$ cat config.mk
export PLATFORM = sky130hd
export DESIGN_NAME = dtfwx_top
export DESIGN_NICKNAME = d
export VERILOG_FILES = /design/src/design/dtfwx_pkg.sv /design/src/design/dtfwx_top.sv /design/src/design/dtfwx_dtgen.sv /design/src/design/dtfwx_fault.sv
export VERILOG_INCLUDE_DIRS = /design/src /design/src/design
export SDC_FILE = /design/constraint.sdc
export NUM_CORES = 1
export LEC_CHECK = 0
export BUFFER_PORTS_ARGS = -buffer_cell sky130_fd_sc_hd__buf_2
export CORE_ASPECT_RATIO = 0.8
export CORE_MARGIN = 8
export CORE_UTILIZATION = 45
export DETAILED_ROUTE_END_ITERATION = 16
export HOLD_SLACK_MARGIN = 0.08
export PLACE_DENSITY_LB_ADDON = 0.1
export SLEW_MARGIN = 40
export SYNTH_ARGS = -nofsm -noshare
export SYNTH_HDL_FRONTEND = slang
export SYNTH_SLANG_ARGS = --single-unit
$ cat constraint.sdc
create_clock -name sys_clk -period 2.4 [get_ports sys_clk]
set_clock_uncertainty 0.2 [all_clocks]
set_input_delay 0.6 -clock sys_clk [delete_from_list [all_inputs] [get_ports sys_clk]]
set_output_delay 0.6 -clock sys_clk [all_outputs]
set_load 0.05 [all_outputs]
$ cat src/design/dtfwx_defs.svh
/*
 * Constants for the dead-time and fault waveform extension.
 * Assumes inclusion by bare name from the design files.
 */
`ifndef DTFWX_DEFS_SVH
`define DTFWX_DEFS_SVH

`define DTFWX_NCH 4
`define DTFWX_NPIN 8
`define DTFWX_DTW 8
`define DTFWX_EVW 8
`define DTFWX_ACT_NONE 2'b00
`define DTFWX_ACT_CLROE 2'b01
`define DTFWX_ACT_CLRDIR 2'b11
`define DTFWX_CTRL_RST 6'h00
`define DTFWX_FDC_RST 5'h00
`define DTFWX_BYTE_RST 8'h00
`define DTFWX_CNT_ZERO 8'h00
`define DTFWX_CNT_ONE 8'h01

`endif

$ cat src/design/dtfwx_pkg.sv
/*
 * Types for the dead-time and fault waveform extension.
 * Assumes dtfwx_defs.svh is on the include path.
 */
package dtfwx_pkg;
`include "dtfwx_defs.svh"

	// Fault state machine, Gray coded along normal -> fault -> wait
	typedef enum logic [1:0] {
		DTFWX_RUN = 2'b00,
		DTFWX_FAULT = 2'b01,
		DTFWX_RESTORE = 2'b11
	} dtfwx_fstate_t;

	typedef logic [`DTFWX_DTW-1:0] dtfwx_byte_t;
	typedef logic [1:0] dtfwx_act_t;
endpackage : dtfwx_pkg

$ cat src/design/dtfwx_top.sv
/*
 * Dead-time, pattern and fault extension for four timer compare channels.
 * Assumes timer waveforms, update strobe, events and software strobes are
 * synchronous to sys_clk; register writes arrive as one-cycle strobes.
 */
// What this block does
// - Each channel waveform splits into true low side and inverted high side.
// - Dead-time enable takes the pin pair; override bits gate the pins.
// - Pins of unused pairs stay with the second timer when C is off.
// - Dead time holds both sides low.
// - Four generators share double-buffered low and high dead-time values.
// - Eight-bit counter decrements each clock, stopping at zero.
// - Non-zero counter forces both outputs off.
// - Rising edge loads low value, falling edge loads high value.
// - Pattern mode bypasses dead time; the low dead-time registers hold the pattern.
// - Pattern mode drives channel A waveform on every overridden pin.
// - Buffered values move to active only at timer update.
// - Selected event channels ORed together raise a fault unless the action is none.
// - Clear-override action clears the whole override register.
// - Direction-clear action clears directions of enabled-pair pins (low buffer pins in pattern mode), tri-stating them.
// - Fault sets the detect flag and pulses the timer error flag.
// - Fault action lands within two clocks of the event.
// - Latched mode waits for clear condition and flag clear, then update.
// - Cycle mode waits only for clear condition, then update.
// - After clear-override fault, override bits reload at update.
// - After direction-clear fault, direction bits are restored.
// - Lock bit blocks writes to control, override and event mask.
// - Debugger break counts as fault unless disabled.
// - Action codes: 00 none, 01 clear override, 11 clear direction.
// - Flag clears on any flag-clear write strobe; no data bit is checked.
module dtfwx_top (
	input wire logic sys_clk,
	input wire logic rstn,
	input wire logic [3:0] timer_waveform,
	input wire logic timer_update,
	input wire logic lock_update,
	input wire logic [7:0] port_value,
	input wire logic [7:0] port_direction_in,
	input wire logic [7:0] fault_events,
	input wire logic debug_break,
	input wire logic ext_lock,
	input wire logic ctrl_write,
	input wire logic [5:0] ctrl_wdata,
	input wire logic mask_write,
	input wire dtfwx_pkg::dtfwx_byte_t mask_wdata,
	input wire logic fdctrl_write,
	input wire logic [4:0] fdctrl_wdata,
	input wire logic flag_clear_write,
	input wire logic oven_write,
	input wire dtfwx_pkg::dtfwx_byte_t oven_wdata,
	input wire logic dtls_buf_write,
	input wire logic high_side_dead_time_buf_write,
	input wire dtfwx_pkg::dtfwx_byte_t dt_buf_wdata,
	output logic [7:0] pin_out,
	output logic [7:0] pin_oe,
	output logic [7:0] pin_taken,
	output dtfwx_pkg::dtfwx_byte_t override_enable_register,
	output logic fault_detect_flag,
	output logic timer_error_pulse,
	output logic low_buf_valid,
	output logic high_buf_valid
);
	import dtfwx_pkg::*;
`include "dtfwx_defs.svh"

	// ****************************************
	// Control state
	// ****************************************
	logic [5:0] ctrl_reg, ctrl_next;
	dtfwx_byte_t mask_reg, mask_next, oven_reg, oven_next;
	logic [4:0] fdc_reg, fdc_next;
	dtfwx_byte_t dtls_reg, dtls_next, high_side_dead_time_reg, high_side_dead_time_next;
	dtfwx_byte_t lsbuf_reg, lsbuf_next, hsbuf_reg, hsbuf_next;
	logic lsv_reg, lsv_next, hsv_reg, hsv_next;
	dtfwx_byte_t dir_reg, dir_next;
	logic [7:0] out_reg, out_next;
	logic err_reg, err_next;

	logic [3:0] dt_en;
	logic pattern_mode, common_wave, upd, feature_on;
	logic [7:0] pair_mask, ls_hs;
	logic f_flag, f_state, f_enter, f_leave;
	dtfwx_act_t act;

	// Expand four channel enables to their pin pairs
	function automatic logic [7:0] dtfwx_pairs(input logic [3:0] en);
		logic [7:0] m;
		m = `DTFWX_BYTE_RST;
		for (int i = 0; i < `DTFWX_NCH; i++) begin
			m[2*i] = en[i];
			m[2*i+1] = en[i];
		end
		return m;
	endfunction : dtfwx_pairs

	assign dt_en = ctrl_reg[3:0];
	assign common_wave = ctrl_reg[4];
	assign pattern_mode = ctrl_reg[5];
	assign act = fdc_reg[1:0];
	assign upd = timer_update && !lock_update;
	assign pair_mask = dtfwx_pairs(dt_en);
	assign feature_on = pattern_mode || (|dt_en);

	// ****************************************
	// Dead-time generators
	// ****************************************
	for (genvar g = 0; g < `DTFWX_NCH; g++) begin : g_dt
		dtfwx_dtgen u_gen (
			.sys_clk(sys_clk),
			.rstn(rstn),
			.wave(common_wave ? timer_waveform[0] : timer_waveform[g]),
			.dt_low(dtls_reg),
			.dt_high(high_side_dead_time_reg),
			.low_side_output(ls_hs[2*g]),
			.high_side_output(ls_hs[2*g+1])
		);
	end

	dtfwx_fault u_fault (
		.sys_clk(sys_clk),
		.rstn(rstn),
		.fault_events(fault_events),
		.event_mask(mask_reg),
		.debug_break(debug_break),
		.break_fault_disable(fdc_reg[4]),
		.fault_action_field(act),
		.cycle_mode(fdc_reg[2]),
		.flag_clear_write(flag_clear_write),
		.update(upd),
		.fault_detect_flag(f_flag),
		.fault_state(f_state),
		.fault_enter(f_enter),
		.fault_leave(f_leave)
	);

	// ****************************************
	// Register writes, buffers and fault actions
	// ****************************************
	always_comb begin
		ctrl_next = ctrl_reg;
		mask_next = mask_reg;
		oven_next = oven_reg;
		fdc_next = fdc_reg;
		dtls_next = dtls_reg;
		high_side_dead_time_next = high_side_dead_time_reg;
		lsbuf_next = lsbuf_reg;
		hsbuf_next = hsbuf_reg;
		lsv_next = lsv_reg;
		hsv_next = hsv_reg;
		dir_next = port_direction_in;
		err_next = f_enter;
		if (!ext_lock) begin
			if (ctrl_write) begin
				ctrl_next = ctrl_wdata;
			end
			if (mask_write) begin
				mask_next = mask_wdata;
			end
			if (oven_write && !f_flag) begin
				oven_next = oven_wdata;
			end
		end
		if (fdctrl_write) begin
			fdc_next = fdctrl_wdata;
		end
		if (dtls_buf_write) begin
			lsbuf_next = dt_buf_wdata;
			lsv_next = 1'b1;
		end
		if (high_side_dead_time_buf_write) begin
			hsbuf_next = dt_buf_wdata;
			hsv_next = 1'b1;
		end
		if (upd) begin
			if (lsv_reg) begin
				dtls_next = lsbuf_reg;
				lsv_next = dtls_buf_write;
			end
			if (hsv_reg) begin
				high_side_dead_time_next = hsbuf_reg;
				hsv_next = high_side_dead_time_buf_write;
			end
		end
		// Fault action within two clocks of the event
		if (f_state || f_enter) begin
			if (act == `DTFWX_ACT_CLROE) begin
				oven_next = `DTFWX_BYTE_RST;
			end
			if (act == `DTFWX_ACT_CLRDIR) begin
				dir_next = port_direction_in & ~(pattern_mode ? lsbuf_reg : pair_mask);
			end
		end
		if (f_leave) begin
			if (act == `DTFWX_ACT_CLROE) begin
				oven_next = pattern_mode ? lsbuf_reg : pair_mask;
			end
			if (act == `DTFWX_ACT_CLRDIR) begin
				dir_next = port_direction_in | (pattern_mode ? lsbuf_reg : pair_mask);
			end
		end
	end

	// ****************************************
	// Pin multiplexer
	// ****************************************
	always_comb begin
		out_next = port_value;
		for (int p = 0; p < `DTFWX_NPIN; p++) begin
			if (pattern_mode) begin
				// Dead time bypassed; pattern from the active low register
				if (oven_reg[p]) begin
					out_next[p] = timer_waveform[0];
				end else begin
					out_next[p] = dtls_reg[p];
				end
			end else if (pair_mask[p] && oven_reg[p]) begin
				out_next[p] = ls_hs[p];
			end
		end
	end

	always_ff @(posedge sys_clk or negedge rstn) begin
		if (!rstn) begin
			ctrl_reg <= `DTFWX_CTRL_RST;
			mask_reg <= `DTFWX_BYTE_RST;
			oven_reg <= `DTFWX_BYTE_RST;
			fdc_reg <= `DTFWX_FDC_RST;
			dtls_reg <= `DTFWX_BYTE_RST;
			high_side_dead_time_reg <= `DTFWX_BYTE_RST;
			lsbuf_reg <= `DTFWX_BYTE_RST;
			hsbuf_reg <= `DTFWX_BYTE_RST;
			lsv_reg <= 1'b0;
			hsv_reg <= 1'b0;
			dir_reg <= `DTFWX_BYTE_RST;
			out_reg <= `DTFWX_BYTE_RST;
			err_reg <= 1'b0;
		end else begin
			ctrl_reg <= ctrl_next;
			mask_reg <= mask_next;
			oven_reg <= oven_next;
			fdc_reg <= fdc_next;
			dtls_reg <= dtls_next;
			high_side_dead_time_reg <= high_side_dead_time_next;
			lsbuf_reg <= lsbuf_next;
			hsbuf_reg <= hsbuf_next;
			lsv_reg <= lsv_next;
			hsv_reg <= hsv_next;
			dir_reg <= dir_next;
			out_reg <= out_next;
			err_reg <= err_next;
		end
	end

	assign pin_out = out_reg;
	assign pin_oe = dir_reg;
	// Only enabled pairs are claimed (overridden pins in pattern mode), so the second timer keeps the rest
	assign pin_taken = pattern_mode ? oven_reg : (feature_on ? pair_mask : `DTFWX_BYTE_RST);
	assign override_enable_register = oven_reg;
	assign fault_detect_flag = f_flag;
	assign timer_error_pulse = err_reg;
	assign low_buf_valid = lsv_reg;
	assign high_buf_valid = hsv_reg;

	// ****************************************
	// Checks
	// ****************************************
	property p_lock;
		@(posedge sys_clk) disable iff (!rstn)
		ext_lock |=> (ctrl_reg == $past(ctrl_reg) && mask_reg == $past(mask_reg));
	endproperty
	a_lock: assert property (p_lock) else $error("locked register changed");

	property p_clroe;
		@(posedge sys_clk) disable iff (!rstn)
		(f_enter && act == `DTFWX_ACT_CLROE) |=> (oven_reg == 8'h00);
	endproperty
	a_clroe: assert property (p_clroe) else $error("override not cleared");

	property p_clrdir;
		@(posedge sys_clk) disable iff (!rstn)
		(f_enter && act == `DTFWX_ACT_CLRDIR && !pattern_mode) |=> ((pin_oe & $past(pair_mask)) == 8'h00);
	endproperty
	a_clrdir: assert property (p_clrdir) else $error("directions not cleared");

	property p_upd_only;
		@(posedge sys_clk) disable iff (!rstn)
		!upd |=> (dtls_reg == $past(dtls_reg));
	endproperty
	a_upd_only: assert property (p_upd_only) else $error("active value changed without update");

	property p_err;
		@(posedge sys_clk) disable iff (!rstn)
		f_enter |=> timer_error_pulse ##1 !timer_error_pulse;
	endproperty
	a_err: assert property (p_err) else $error("error pulse missing");

	property p_oe_reload;
		@(posedge sys_clk) disable iff (!rstn)
		(f_leave && act == `DTFWX_ACT_CLROE && !pattern_mode) |=> (oven_reg == $past(pair_mask));
	endproperty
	a_oe_reload: assert property (p_oe_reload) else $error("override not reloaded");

	property p_dir_restore;
		@(posedge sys_clk) disable iff (!rstn)
		(f_leave && act == `DTFWX_ACT_CLRDIR && !pattern_mode) |=> ((pin_oe & $past(pair_mask)) == $past(pair_mask));
	endproperty
	a_dir_restore: assert property (p_dir_restore) else $error("directions not restored");

	property p_pattern_a;
		@(posedge sys_clk) disable iff (!rstn)
		(pattern_mode && oven_reg[0]) |=> (pin_out[0] == $past(timer_waveform[0]));
	endproperty
	a_pattern_a: assert property (p_pattern_a) else $error("pattern pin not following channel A");
endmodule : dtfwx_top

$ cat src/design/dtfwx_dtgen.sv
/*
 * One dead-time generator: counter plus complementary low/high outputs.
 * Assumes waveform input synchronous to sys_clk.
 */
module dtfwx_dtgen (
	input wire logic sys_clk,
	input wire logic rstn,
	input wire logic wave,
	input wire dtfwx_pkg::dtfwx_byte_t dt_low,
	input wire dtfwx_pkg::dtfwx_byte_t dt_high,
	output logic low_side_output,
	output logic high_side_output
);
	import dtfwx_pkg::*;
`include "dtfwx_defs.svh"

	logic wave_reg, wave_next;
	dtfwx_byte_t cnt_reg, cnt_next;
	logic ls_reg, ls_next, hs_reg, hs_next;

	always_comb begin
		wave_next = wave;
		cnt_next = cnt_reg;
		if (wave && !wave_reg) begin
			cnt_next = dt_low;
		end else if (!wave && wave_reg) begin
			cnt_next = dt_high;
		end else if (cnt_reg != `DTFWX_CNT_ZERO) begin
			cnt_next = cnt_reg - `DTFWX_CNT_ONE;
		end
		// Both off while counting
		ls_next = (cnt_next == `DTFWX_CNT_ZERO) && wave;
		hs_next = (cnt_next == `DTFWX_CNT_ZERO) && !wave;
	end

	always_ff @(posedge sys_clk or negedge rstn) begin
		if (!rstn) begin
			wave_reg <= 1'b0;
			cnt_reg <= `DTFWX_CNT_ZERO;
			ls_reg <= 1'b0;
			hs_reg <= 1'b0;
		end else begin
			wave_reg <= wave_next;
			cnt_reg <= cnt_next;
			ls_reg <= ls_next;
			hs_reg <= hs_next;
		end
	end

	assign low_side_output = ls_reg;
	assign high_side_output = hs_reg;

	property p_dt_off;
		@(posedge sys_clk) disable iff (!rstn)
		(cnt_reg != `DTFWX_CNT_ZERO) |-> (!ls_reg && !hs_reg);
	endproperty
	a_dt_off: assert property (p_dt_off) else $error("output on during dead time");

	property p_dt_never_both;
		@(posedge sys_clk) disable iff (!rstn)
		!(ls_reg && hs_reg);
	endproperty
	a_dt_never_both: assert property (p_dt_never_both) else $error("both sides on");

	property p_dt_reload;
		@(posedge sys_clk) disable iff (!rstn)
		(wave && !wave_reg) |=> (cnt_reg == $past(dt_low));
	endproperty
	a_dt_reload: assert property (p_dt_reload) else $error("rise did not load low value");

	property p_dt_dec;
		@(posedge sys_clk) disable iff (!rstn)
		(wave == wave_reg && cnt_reg != `DTFWX_CNT_ZERO) |=> (cnt_reg == $past(cnt_reg) - `DTFWX_CNT_ONE);
	endproperty
	a_dt_dec: assert property (p_dt_dec) else $error("counter did not decrement");
endmodule : dtfwx_dtgen

$ cat src/design/dtfwx_fault.sv
/*
 * Fault detection, flag and restore state machine.
 * Assumes events and break request synchronous to sys_clk.
 */
module dtfwx_fault (
	input wire logic sys_clk,
	input wire logic rstn,
	input wire dtfwx_pkg::dtfwx_byte_t fault_events,
	input wire dtfwx_pkg::dtfwx_byte_t event_mask,
	input wire logic debug_break,
	input wire logic break_fault_disable,
	input wire dtfwx_pkg::dtfwx_act_t fault_action_field,
	input wire logic cycle_mode,
	input wire logic flag_clear_write,
	input wire logic update,
	output logic fault_detect_flag,
	output logic fault_state,
	output logic fault_enter,
	output logic fault_leave
);
	import dtfwx_pkg::*;
`include "dtfwx_defs.svh"

	logic cond;
	logic flag_reg, flag_next;
	dtfwx_fstate_t st_reg, st_next;

	always_comb begin
		// Selected event channels ORed; break counts unless disabled
		cond = (fault_action_field != `DTFWX_ACT_NONE) &&
			((|(fault_events & event_mask)) || (debug_break && !break_fault_disable));
		// Set wins over the flag-clear write strobe
		flag_next = cond || (flag_reg && !flag_clear_write);
		st_next = st_reg;
		fault_enter = 1'b0;
		fault_leave = 1'b0;
		case (st_reg)
			DTFWX_RUN: begin
				if (cond) begin
					st_next = DTFWX_FAULT;
					fault_enter = 1'b1;
				end
			end
			DTFWX_FAULT: begin
				if (!cond && (cycle_mode || !flag_reg)) begin
					st_next = DTFWX_RESTORE;
				end
			end
			DTFWX_RESTORE: begin
				if (cond) begin
					st_next = DTFWX_FAULT;
					fault_enter = 1'b1;
				end else if (update) begin
					st_next = DTFWX_RUN;
					fault_leave = 1'b1;
				end
			end
			default: begin
				st_next = DTFWX_FAULT;
			end
		endcase
	end

	always_ff @(posedge sys_clk or negedge rstn) begin
		if (!rstn) begin
			flag_reg <= 1'b0;
			st_reg <= DTFWX_RUN;
		end else begin
			flag_reg <= flag_next;
			st_reg <= st_next;
		end
	end

	assign fault_detect_flag = flag_reg;
	assign fault_state = (st_reg != DTFWX_RUN);

	property p_leave_on_update;
		@(posedge sys_clk) disable iff (!rstn)
		$fell(fault_state) |-> $past(update);
	endproperty
	a_leave_on_update: assert property (p_leave_on_update) else $error("left fault without update");

	property p_latched_hold;
		@(posedge sys_clk) disable iff (!rstn)
		(st_reg == DTFWX_FAULT && !cycle_mode && flag_reg) |=> (st_reg == DTFWX_FAULT);
	endproperty
	a_latched_hold: assert property (p_latched_hold) else $error("latched fault released with flag set");

	property p_flag_set;
		@(posedge sys_clk) disable iff (!rstn)
		cond |=> fault_detect_flag;
	endproperty
	a_flag_set: assert property (p_flag_set) else $error("fault flag not set");
endmodule : dtfwx_fault

* After elaboration in Yosys (flattened, before gate mapping)
Index checks and enable logic that the tools add are counted.
** Cells by class
- $add $sub $neg :: 4
- Eq/ne operators :: 7
- Multiplexer cells :: 68
- Bitwise operators :: 5
- Reduce and logical (&&, ||, !) cells :: 67
** Operators by type and width (number)
- two-way mux 8 bit :: 25
- two-way mux 1 bit :: 38
- logical NOT 8 bit :: 4
- nonzero test 8 bit :: 4
- subtractor 8 x 1 -> 8 bit (second input constant) :: 4
- logical AND 1 bit :: 30
- bitwise AND 8 bit :: 2
- logical NOT 1 bit :: 13
- two-way mux 2 bit :: 4
- inverter 8 bit :: 1
- OR 8 bit :: 1
- AND reduction 2 bit :: 4
- OR reduction 8 bit :: 1
- one-hot mux 2 bit (3 select lines) :: 1
- logical OR 1 bit :: 5
- == test 2 x 1 -> 1 bit (second input constant) :: 2
- == test 2 bit (second input constant) :: 2
- != test 2 x 1 -> 1 bit (second input constant) :: 2
- nonzero test 2 bit :: 2
- OR reduction 4 bit :: 1
- != test 3 x 1 -> 1 bit (second input constant) :: 1
- AND reduction 3 bit :: 1
- logical NOT 2 bit :: 1
- OR reduction 2 bit :: 1
- inverter 1 bit :: 1
** Storage, ports and cells
- Register bits :: 125
- Bits of input ports :: 76
- Output and inout bits :: 36
- Logic and storage cells :: 182

* Depth between registers and ports, before layout
Gate-level depths: netlist of run 1.
- Depth in word-level cells :: 10
- Mapped depth :: 9
- Depth with buffers taken out :: 8

* Hierarchy
Synthesis of run 1 repeated with hierarchy kept, for this count alone.
** Second synthesis, totals
- Cell total of the unflattened synthesis :: 629
- Area total of the unflattened synthesis :: 6718.9 um^2
** Modules (own cells, without submodules)
- dtfwx_top :: instances 1, cells an instance 250, area each 3325.7 um^2
- dtfwx_dtgen :: instances 4, cells an instance 87, area each 772.0 um^2
- dtfwx_fault :: instances 1, cells an instance 31, area each 305.3 um^2

* Worst setup path before layout of run 1
No wires, ideal clock.
- Kind :: input to register
- Start point :: input port timer_waveform[0]
- End point :: register g_dt[3].u_gen.ls_reg
- Library setup time :: 0.087 ns
- Arrival time :: 2.429 ns
- Required time :: 2.113 ns
- Slack :: -0.316 ns
- Stages on the path :: 8
- Path buffers :: 2
- Path through :: clkbuf_1 > mux2i_1 > and2_1 > clkbuf_1 > a22o_1 > a21o_1 > or4_1 > nor3_1
** Between the ends
- Word-level cells in the longest chain between the ends :: 7
- Elaborated cells between the ends (all ways) :: 8
** Ends and longest elaborated chain
- start, declared :: RTL line dtfwx_top.sv:34 : input wire logic [3:0] timer_waveform,
- two-way mux 1 bit * :: RTL line dtfwx_top.sv:111 : .wave(common_wave ? timer_waveform[0] : timer_waveform[g]),
- logical NOT 1 bit :: RTL line dtfwx_dtgen.sv:26 : end else if (!wave && wave_reg) begin
- logical AND 1 bit :: RTL line dtfwx_dtgen.sv:26
- two-way mux 8 bit :: RTL line dtfwx_dtgen.sv:26
- two-way mux 8 bit * :: RTL line dtfwx_dtgen.sv:24 : if (wave && !wave_reg) begin
- named net g_dt[3].u_gen.cnt_next[7] :: RTL line dtfwx_dtgen.sv:18 : dtfwx_byte_t cnt_reg, cnt_next;
- logical NOT 8 bit (no line) *
- logical AND 1 bit * :: RTL line dtfwx_dtgen.sv:32 : ls_next = (cnt_next == `DTFWX_CNT_ZERO) && wave;
- named net g_dt[3].u_gen.ls_next :: RTL line dtfwx_dtgen.sv:19 : logic ls_reg, ls_next, hs_reg, hs_next;
- end signal, assigned :: RTL line dtfwx_dtgen.sv:45 : ls_reg <= ls_next;
- end, declared :: RTL line dtfwx_dtgen.sv:19
Mark *: on every way through the listed nets, which the timed path passes. The rest lies on a longest branch.
A chain may end at the register's enable or synchronous reset.

* Final worst setup path of run 1
- Start point :: register g_dt[0].u_gen.cnt_reg[4]
- End point :: register g_dt[0].u_gen.ls_reg
** Between the ends
- Word-level cells in the longest chain between the ends :: 6
- Elaborated cells between the ends (all ways) :: 7
** Ends and longest elaborated chain
- start, declared :: RTL line dtfwx_dtgen.sv:18
- start signal, assigned :: RTL line dtfwx_dtgen.sv:39 : cnt_reg <= `DTFWX_CNT_ZERO;
- start signal, assigned :: RTL line dtfwx_dtgen.sv:44 : cnt_reg <= cnt_next;
- nonzero test 8 bit (no line)
- two-way mux 8 bit :: RTL line dtfwx_dtgen.sv:28 : end else if (cnt_reg != `DTFWX_CNT_ZERO) begin
- two-way mux 8 bit :: RTL line dtfwx_dtgen.sv:26
- two-way mux 8 bit :: RTL line dtfwx_dtgen.sv:24
- named net g_dt[0].u_gen.cnt_next[3] :: RTL line dtfwx_dtgen.sv:18
- logical NOT 8 bit (no line)
- logical AND 1 bit :: RTL line dtfwx_dtgen.sv:32
- named net g_dt[0].u_gen.ls_next :: RTL line dtfwx_dtgen.sv:19
- end signal, assigned :: RTL line dtfwx_dtgen.sv:45
- end, declared :: RTL line dtfwx_dtgen.sv:19
The timed path passes the listed nets, and every way through them passes these cells.

==> results of run 1 <==
## cell type report
| cell class | count | area [µm²] |
|---|---|---|
| inverter | 31 | 120 |
| sequential | 124 | 3110 |
| clock inverter | 9 | 113 |
| fill | 1157 | 5310 |
| clock buffer | 22 | 484 |
| tap | 184 | 230 |
| timing repair buffer | 213 | 1380 |
| multi-input combinational | 421 | 3310 |
## layer usage
layer	GRT usage	vias to the layer above
li1	-	2620
met1	0.271	2760
met2	0.335	154
met3	0.0483	26
met4	0.0768	0
met5	0	-
## worst min path at each step
stage	to	cells after the start
finish	u_fault.fault_detect_flag$_DFF_PN0_	2
global route	u_fault.fault_detect_flag$_DFF_PN0_	2
CTS	u_fault.fault_detect_flag$_DFF_PN0_	2
detailed placement	high_buf_valid$_DFF_PN0_	1
global placement	low_buf_valid$_DFF_PN0_	1
floorplan	ctrl_reg[0]$_DFFE_PN0P_	0
## worst register-to-register path: cells and delay by family, from the launching register on
kind | cells | cell delay (ns)
compound gates | 2 | 0.40
simple gates | 4 | 1.51
flops | 1 | 0.37
## report_power, final
group	internal [mW]	switching [mW]
Clock	1.63	0.927
Combinational	1.88	2.07
Sequential	2.57	0.552
## synthesized netlist by cell type (4+ instances only)
master      n
dfrtp_1   124
mux2_2     55
nand2_1    38
a21oi_1    37
o21ai_0    32
inv_1      29
mux2i_1    25
nor3_1     21
nor2_1     20
xnor2_1    19
clkbuf_1   18
nand2b_1   16
a22oi_1    14
o22ai_1    12
ha_1       11
nor2b_1    10
a21boi_0    8
a21o_1      8
a311oi_1    8
nor4_1      8
nor3b_1     7
a22o_1      5
nand3_1     5
o31ai_1     5
a31oi_1     4
o211ai_1    4
o31a_1      4
or4_1       4
xor2_1      4
## cells by family after synthesis
logic type,Yosys count
AOI/OAI and AO/OA,159
xor gates and xnor gates,23
adders and majority gates,11
buffers and inverters,55
DFF,124
muxes,80
and+or+nand+nor,148
## repair_timing
| action | CTS | global route |
|---|---|---|
| resized for setup | 22 | 23 |
| setup buffers | 10 | 12 |
| endpoints found under the setup margin | 9 | 19 |
| pin swaps | 8 | 14 |
| cloned | 0 | 0 |
| hold endpoints to repair | 37 | 0 |
| hold buffers | 1 | 0 |
## stage by stage
step / hold WS, ns / worst slack (ns) / total power, mW / area, µm² / instances
6_report: 0.171 / -0.164 / 9.64 / 8740 / 1004
3_3_place_gp: 0.283 / -0.210 / 6.53 / 7780 / 952
2_1_floorplan: 0.104 / -0.0714 / 5.20 / 6480 / 600
3_5_place_dp: 0.285 / -0.238 / 6.63 / 7780 / 952
4_1_cts: 0.161 / -0.0909 / 9.45 / 8580 / 994
5_1_grt: 0.176 / -0.231 / 10.2 / 8740 / 1004
## placed cells by master (no fill, tap or decap), types with 5 or more instances in the layout
cell and instances:
inv_1 28, a22oi_1 14, nor2b_1 10, clkbuf_16 17
nand2b_1 14, nand2_1 36, nor3_1 16, xnor2_1 18
buf_2 110, a21o_1 8, a21boi_0 8, o21ai_0 30
nor3b_1 7, ha_1 11, a311oi_1 8, mux2_2 54
a21oi_1 34, nand3_1 5, o22ai_1 12, dfrtp_1 122
mux2i_1 22, a22o_1 5, buf_6 7, buf_4 93
nor2_1 18
==> flow_summary.toml, run 1 <==
[outcome]
status = "finished, violations left"
failed_checks = "negative setup slack"

[final_layout]
antenna_cells = 0
largest_register_ff_count = 32
drive_above_1_share = 0.417
syn_to_final_growth_pct = 37.2
nets = 895
final_core_util = 0.622

[setup_path]
cpMaxStageDelayCell = "or4_4"
critPathCaptureType = "register"
worst-path-stages = 6
worstRegToRegCells = 6
r2r-end = "g_dt[0].u_gen.low_side_output$_DFF_PN0_"
r2r-start = "g_dt[0].u_gen.cnt_reg[4]$_DFF_PN0_"
crit_start = "g_dt[0].u_gen.cnt_reg[4]$_DFF_PN0_"
worst-endpoint-arrival_ns = 2.70
timing_worst_setup_path_type = "register to register"
critical_path.max_fanout = 4
cpMostUsedCell = "or4_4"
crit_buf_inv = 0
critPathLaunchType = "register"
r2r_slack_ns = -0.16
cpLargestDelayFamily = "simple AND/OR/NAND/NOR gates"
cpPeakStageDelay_ns = 0.60
crit_path_end = "g_dt[0].u_gen.low_side_output$_DFF_PN0_"
crit_required_ns = 2.54
worstPathCellList = "or4_4 > o32ai_4 > a21oi_2 > or2_2 > or4_4 > nor3_2"

[synth]
synth_flop_cell = "dfrtp_1"
synth_simple_gate_area_frac = 0.125
synth_top_area_share = 0.487
ys_seq_elements = 124
synth_warnings = 0
synth_nets = 687
synthAdderAreaFrac = 0.0216
yosysTopAreaCell = "dfrtp_1"
syn_area_per_cell_um2 = 10.6
synth_area_um2 = 6370
synthArstFlopShare = 1.00
muxShareOfSynthArea = 0.136
synth.distinct_cells = 61
syn_inst = 600
yosys-top-cells-area = "dfrtp_1 (49%), mux2_2 (9.7%), mux2i_1 (3.9%), a21oi_1 (2.9%), xnor2_1 (2.6%)"
synth_compound_area_frac = 0.165
synth_xor_area_frac = 0.0316
ys_seq_area_frac = 0.487
synth_top_family_by_area = "compound AO/OA/AOI/OAI gates"
synth-edff-count = 0

[global_route]
grt_max_degree = 47
grt_usage = 0.208
gr-total-overflow = 0
grt_pass1_wl_mm = 29.6
grt_pass1_vias = 5722
antenna_found_initial = 0

[power]
powerDensity_nw_per_um2 = 1100
peakVddDrop_mv = 0.541
leakagePower_nw = 3.98

[die]
chipHeight_um = 122
io_pins = 112
rows = 39
initial_utilization = 0.453
core-area_um2 = 14100
die_area_um2 = 18200
chipWidth_um = 149

[sta]
hold_viol = 0
fin_ws_ns = -0.164
tightest_slew_ns = 0.562
rsz0062_at_grt = "yes"
max_slew_margin = 0.625
slew_viol_final = 0
period_minus_slack_ns = 2.56
period_share = 1.07
setup_viol = 4
fmax_mhz = 390
final.setup.tns_ns = -0.494

[clock_tree]
cts_tree = "done"
cts.sinks = 124
clk_latency_ns = 0.42
cts_root_buf = "clkbuf_16"
cts_buffer_depth = 2
path_clk_slew_ns = 0.06
htreeDepth = 4
numCtsBuffers = 17

[detailed_routing]
vias = 5560
drt-pass1-iter-count = 5
avgRoutedWirePerCell_um = 18.7
detail-route-antenna-nets = 0
wl_mm = 18.8
drt-vias-per-instance = 5.54
wl_met1_mm = 8.42
routed.top_layer = "met4"
drtIter0Drc = 298
wl_met3_mm = 1.02
wl_met2_mm = 8.95
drc_errors = 0

[min_path]
hold_class = "primary input to register"
hold_path_startpoint = "flag_clear_write"

[place]
place_hpwl_mm = 13.8
io_buffers = 110
gp_congestion = 0.830

[flow_run]
cap_violations = 0
Note: power is estimated with default switching activity, not from simulation.
==> run 2, diff against run 1 <==
Clock period 2.4 ns to 2.83 ns, I/O delays scaled along.
==> flow_summary.toml, run 2 (synthesis results as in run 1) <==
[place]
dp_cells = 912
gp_congestion = 0.881
io_buffers = 110
post-place-ws_ns = -0.108
dpl_cell_area_um2 = 7400
place_hpwl_mm = 13.5

[global_route]
grtUsageMet3 = 0.0446
grt_max_degree = 54
grt_pass1_wl_mm = 29.2
gr-total-overflow = 0
grt_pass1_vias = 5501
grt_usage = 0.205
antenna_found_initial = 1
busiest_layer = "met2"
grtUsageMet1 = 0.276
use_met2 = 0.316

[clock_tree]
path_clk_slew_ns = 0.05
htreeDepth = 4
cts_setup_buffers = 0
cts_tree = "done"
numCtsBuffers = 17
cts_root_buf = "clkbuf_16"
cts.sinks = 124
clk_latency_ns = 0.42
cts_buffer_depth = 2

[power]
pwr-share-clk = 0.307
internal_power_mw = 4.86
peakVddDrop_mv = 0.548
total_power_mw = 7.60
p_switching_mw = 2.75
seq_power_share = 0.356
switching_share = 0.361
powerDensity_nw_per_um2 = 941
leakagePower_nw = 3.66
comb_power_share = 0.338

[die]
chipHeight_um = 122
chipWidth_um = 149
die_area_um2 = 18200
io_pins = 112
core-area_um2 = 14100
rows = 39
initial_utilization = 0.453

[final_layout]
nets = 835
register_area_um2 = 3100
syn_to_final_growth_pct = 26.8
fin_area_um2 = 8080
final_core_util = 0.575
layout_commonest_cell = "dfrtp_1"
fillers = 1255
final_cells = 944
drive_above_1_share = 0.328
largest_register_ff_count = 32
multiInputGateArea_um2 = 3080
antenna_cells = 0
final_cell_mix = "dfrtp_1 (124), buf_2 (109), mux2_2 (55)"

[setup_path]
critical_path.max_fanout = 5
timing_worst_setup_path_type = "register to register"
worst-endpoint-arrival_ns = 2.87
critPathLaunchType = "register"
r2r_slack_ns = 0.08
crit_required_ns = 2.95
critPathCaptureType = "register"

[detailed_routing]
drc_errors = 0
avgRoutedWirePerCell_um = 18.9
drt-vias-per-instance = 5.60
vias = 5283
drtIter0Drc = 264
detail-route-antenna-nets = 0
drt-pass1-iter-count = 5
wl_mm = 17.8

[flow_run]
cap_violations = 0

[sta]
rsz0062_at_grt = "no"
period_minus_slack_ns = 2.75
slew_viol_final = 0
period_share = 0.971
fmax_mhz = 364
fin_ws_ns = 0.0821
setup_viol = 0
max_slew_margin = 0.549
tightest_slew_ns = 0.676
hold_viol = 0

[outcome]
status = "finished, final reports clean"

[min_path]
hold_class = "primary input to register"
==> run 2: worst paths after layout <==
kind | start | end | cells after the start
worst max-delay path | g_dt[0].u_gen.cnt_reg[2]$_DFF_PN0_ | g_dt[0].u_gen.low_side_output$_DFF_PN0_ | 6
worst min-delay path | flag_clear_write | u_fault.fault_detect_flag$_DFF_PN0_ | 2
worst max register to register | g_dt[0].u_gen.cnt_reg[2]$_DFF_PN0_ | g_dt[0].u_gen.low_side_output$_DFF_PN0_ | 6
worst min register to register | fdc_reg[2]$_DFFE_PN0P_ | fdc_reg[2]$_DFFE_PN0P_ | 1
max in group asynchronous | rstn | g_dt[3].u_gen.wave_reg$_DFF_PN0_ | 3
min in group asynchronous | rstn | mask_reg[1]$_DFFE_PN0P_ | 2
==> run 2: timing repair <==
action / CTS / global route
endpoints found under the setup margin: 0 / 6
endpoints found under the hold margin: 6 / 0
hold buffers: 1 / 0
gates resized for setup: 0 / 5
==> run 2: power by group through the flow <==
stage / Clock, mW / Sequential [mW] / Combinational [mW]
3_5_place_dp: 0 / 2.71 / 2.52
6_report: 2.33 / 2.70 / 2.57
4_1_cts: 2.36 / 2.68 / 2.54
3_3_place_gp: 0 / 2.68 / 2.47
2_1_floorplan: 0 / 2.75 / 1.58
5_1_grt: 2.46 / 2.76 / 2.82
==> run 2: critical path, cell delays in order (launching register included) <==
cell	delay, ns
dfrtp_1	0.42
or4_1	0.66
o32ai_2	0.27
a21oi_1	0.12
or2_2	0.29
or4_1	0.51
nor3_1	0.18
==> run 2: metrics by stage <==
stage,setup TNS (ns),hold WS (ns)
2_1_floorplan,0,0.212
3_3_place_gp,-0.118,0.283
3_5_place_dp,-0.265,0.292
4_1_cts,0,0.268
5_1_grt,0,0.283
6_report,0,0.281
==> run 2: layout make-up <==
type                            instances  area share
Sequential cell                       124       0.384
Multi-Input combinational cell        421       0.382
Timing Repair Buffer                  153       0.112
Clock buffer                           21      0.0595
Tap cell                              184      0.0285
Clock inverter                         10      0.0201
Inverter                               31      0.0144
==> run 2: metal layers <==
| metal | vias up | wire length (µm) |
|---|---|---|
| met2 | 137 | 8240 |
| met4 | 0 | 384 |
| met5 | - | 0 |
| li1 | 2504 | - |
| met1 | 2613 | 8400 |
| met3 | 29 | 764 |
==> run 3, diff against run 2 <==
Settings changed: BUFFER_PORTS_ARGS -buffer_cell sky130_fd_sc_hd__buf_2 to unset, DONT_BUFFER_PORTS set to 1.
==> flow_summary.toml, run 3 (synthesis results as in run 1) <==
[setup_path]
cpMaxStageDelayCell = "or4_1"
r2r_slack_ns = 0.09
worst-path-stages = 6
timing_worst_setup_path_type = "register to register"
worstPathCellList = "or4_1 > o32ai_1 > a21oi_1 > or2_2 > or4_1 > nor3_1"
critical_path.max_fanout = 5
critPathLaunchType = "register"
cpPeakStageDelay_ns = 0.65
cpMostUsedCell = "or4_1"
crit_buf_inv = 0
cpLargestDelayFamily = "simple AND/OR/NAND/NOR gates"
worstRegToRegCells = 6
critPathCaptureType = "register"
crit_required_ns = 2.96
worst-endpoint-arrival_ns = 2.87

[sta]
max_slew_margin = 0.557
final.setup.tns_ns = 0
fin_hold_ws_ns = -0.218
hold_viol = 124
setup_viol = 0
slew_viol_final = 0
fin_ws_ns = 0.0859
tightest_slew_ns = 0.663
fmax_mhz = 364
rsz0062_at_grt = "no"
period_share = 0.970
period_minus_slack_ns = 2.74

[clock_tree]
path_clk_slew_ns = 0.06
cts_tree = "done"
clk_latency_ns = 0.42
cts_buffer_depth = 2
htreeDepth = 4
numCtsBuffers = 17
cts.sinks = 124
cts_root_buf = "clkbuf_16"
cts_setup_buffers = 0

[detailed_routing]
drtIter0Drc = 351
vias = 4785
drt-pass1-iter-count = 6
wl_mm = 16.8
avgRoutedWirePerCell_um = 20.7
detail-route-antenna-nets = 0
drt-vias-per-instance = 5.88
drc_errors = 0

[final_layout]
nets = 703
drive_above_1_share = 0.186
final_core_util = 0.519
final_cell_mix = "dfrtp_1 (124), mux2_2 (55), nand2_1 (38)"
largest_register_ff_count = 32
layout_commonest_cell = "dfrtp_1"
syn_to_final_growth_pct = 14.4
fin_area_um2 = 7290

[power]
leakagePower_nw = 3.08
peakVddDrop_mv = 0.608
powerDensity_nw_per_um2 = 967
total_power_mw = 7.05

[place]
post-place-ws_ns = 0.0946
place_hpwl_mm = 12.5
gp_congestion = 0.844
io_buffers = 0
dpl_cell_area_um2 = 6690

[global_route]
grt_max_degree = 125
antenna_found_initial = 1
gr-total-overflow = 0
grt_pass1_vias = 4758
grt_pass1_wl_mm = 26.6
grt_usage = 0.191

[die]
initial_utilization = 0.453
chipHeight_um = 122
chipWidth_um = 149
die_area_um2 = 18200
io_pins = 112
core-area_um2 = 14100
rows = 39

[outcome]
failed_checks = "negative hold slack"
status = "finished, violations left"

[flow_run]
cap_violations = 0

[min_path]
hold_class = "primary input to async pin"
## run 3: cell count changes in the layout (fill, tap and decap cells not counted), sizes merged
cell | before | now
clkinv | 5 | 9
dlygate4sd3 | 1 | 0
buf | 152 | 21
inv | 30 | 32
clkbuf | 21 | 18
bufinv | 4 | 2
diode | 0 | 1
## run 3: worst register-to-register path, stage by stage (launching register included)
cell	delay, ns
dfrtp_1	0.41
or4_1	0.65
o32ai_1	0.28
a21oi_1	0.13
or2_2	0.29
or4_1	0.52
nor3_1	0.17
## run 3: worst paths after layout
| path | start | to |
|---|---|---|
| max | g_dt[0].u_gen.cnt_reg[3]$_DFF_PN0_ | g_dt[0].u_gen.high_side_output$_DFF_PN0_ |
| min | rstn | mask_reg[6]$_DFFE_PN0P_ |
| max reg2reg | g_dt[0].u_gen.cnt_reg[3]$_DFF_PN0_ | g_dt[0].u_gen.high_side_output$_DFF_PN0_ |
| min reg2reg | hsbuf_reg[4]$_DFFE_PN0P_ | high_side_dead_time_reg[4]$_DFFE_PN0P_ |
| max in group asynchronous | rstn | g_dt[3].u_gen.cnt_reg[7]$_DFF_PN0_ |
| min in group sys_clk | timer_waveform[0] | g_dt[0].u_gen.wave_reg$_DFF_PN0_ |
## run 3: per-stage QoR
stage	cells	hold slack, ns
2_1_floorplan	600	0.212
3_3_place_gp	781	0.215
3_5_place_dp	781	0.214
4_1_cts	813	-0.232
5_1_grt	814	-0.235
6_report	814	-0.218
## run 3: area by class of cell
class / count / area [µm²]
Fill cell: 1277 / 6760
Sequential cell: 124 / 3100
Multi-Input combinational cell: 421 / 3070
Timing Repair Buffer: 21 / 183
Clock buffer: 18 / 439
Clock inverter: 14 / 144
Antenna cell: 1 / 2.50
Tap cell: 184 / 230
Inverter: 31 / 116
## run 3: timing repair
item	4_1_cts	5_1_grt
resized for setup	0	3
endpoints found under the hold margin	124	124
setup endpoints to repair	0	4
## run 3: layer usage
layer	GRT usage	wire (µm)	up-vias
met5	0	0	-
met4	0.0780	342	0
met3	0.0508	1060	26
met2	0.293	7840	145
met1	0.253	7580	2380
li1	-	-	2234
## run 3: report_power, final
part / internal (mW) / total [mW] / switching (mW)
registers: 2.18 / 2.86 / 0.677
clock network: 1.32 / 2.12 / 0.801
logic: 0.916 / 2.08 / 1.16
total: 4.41 / 7.05 / 2.64
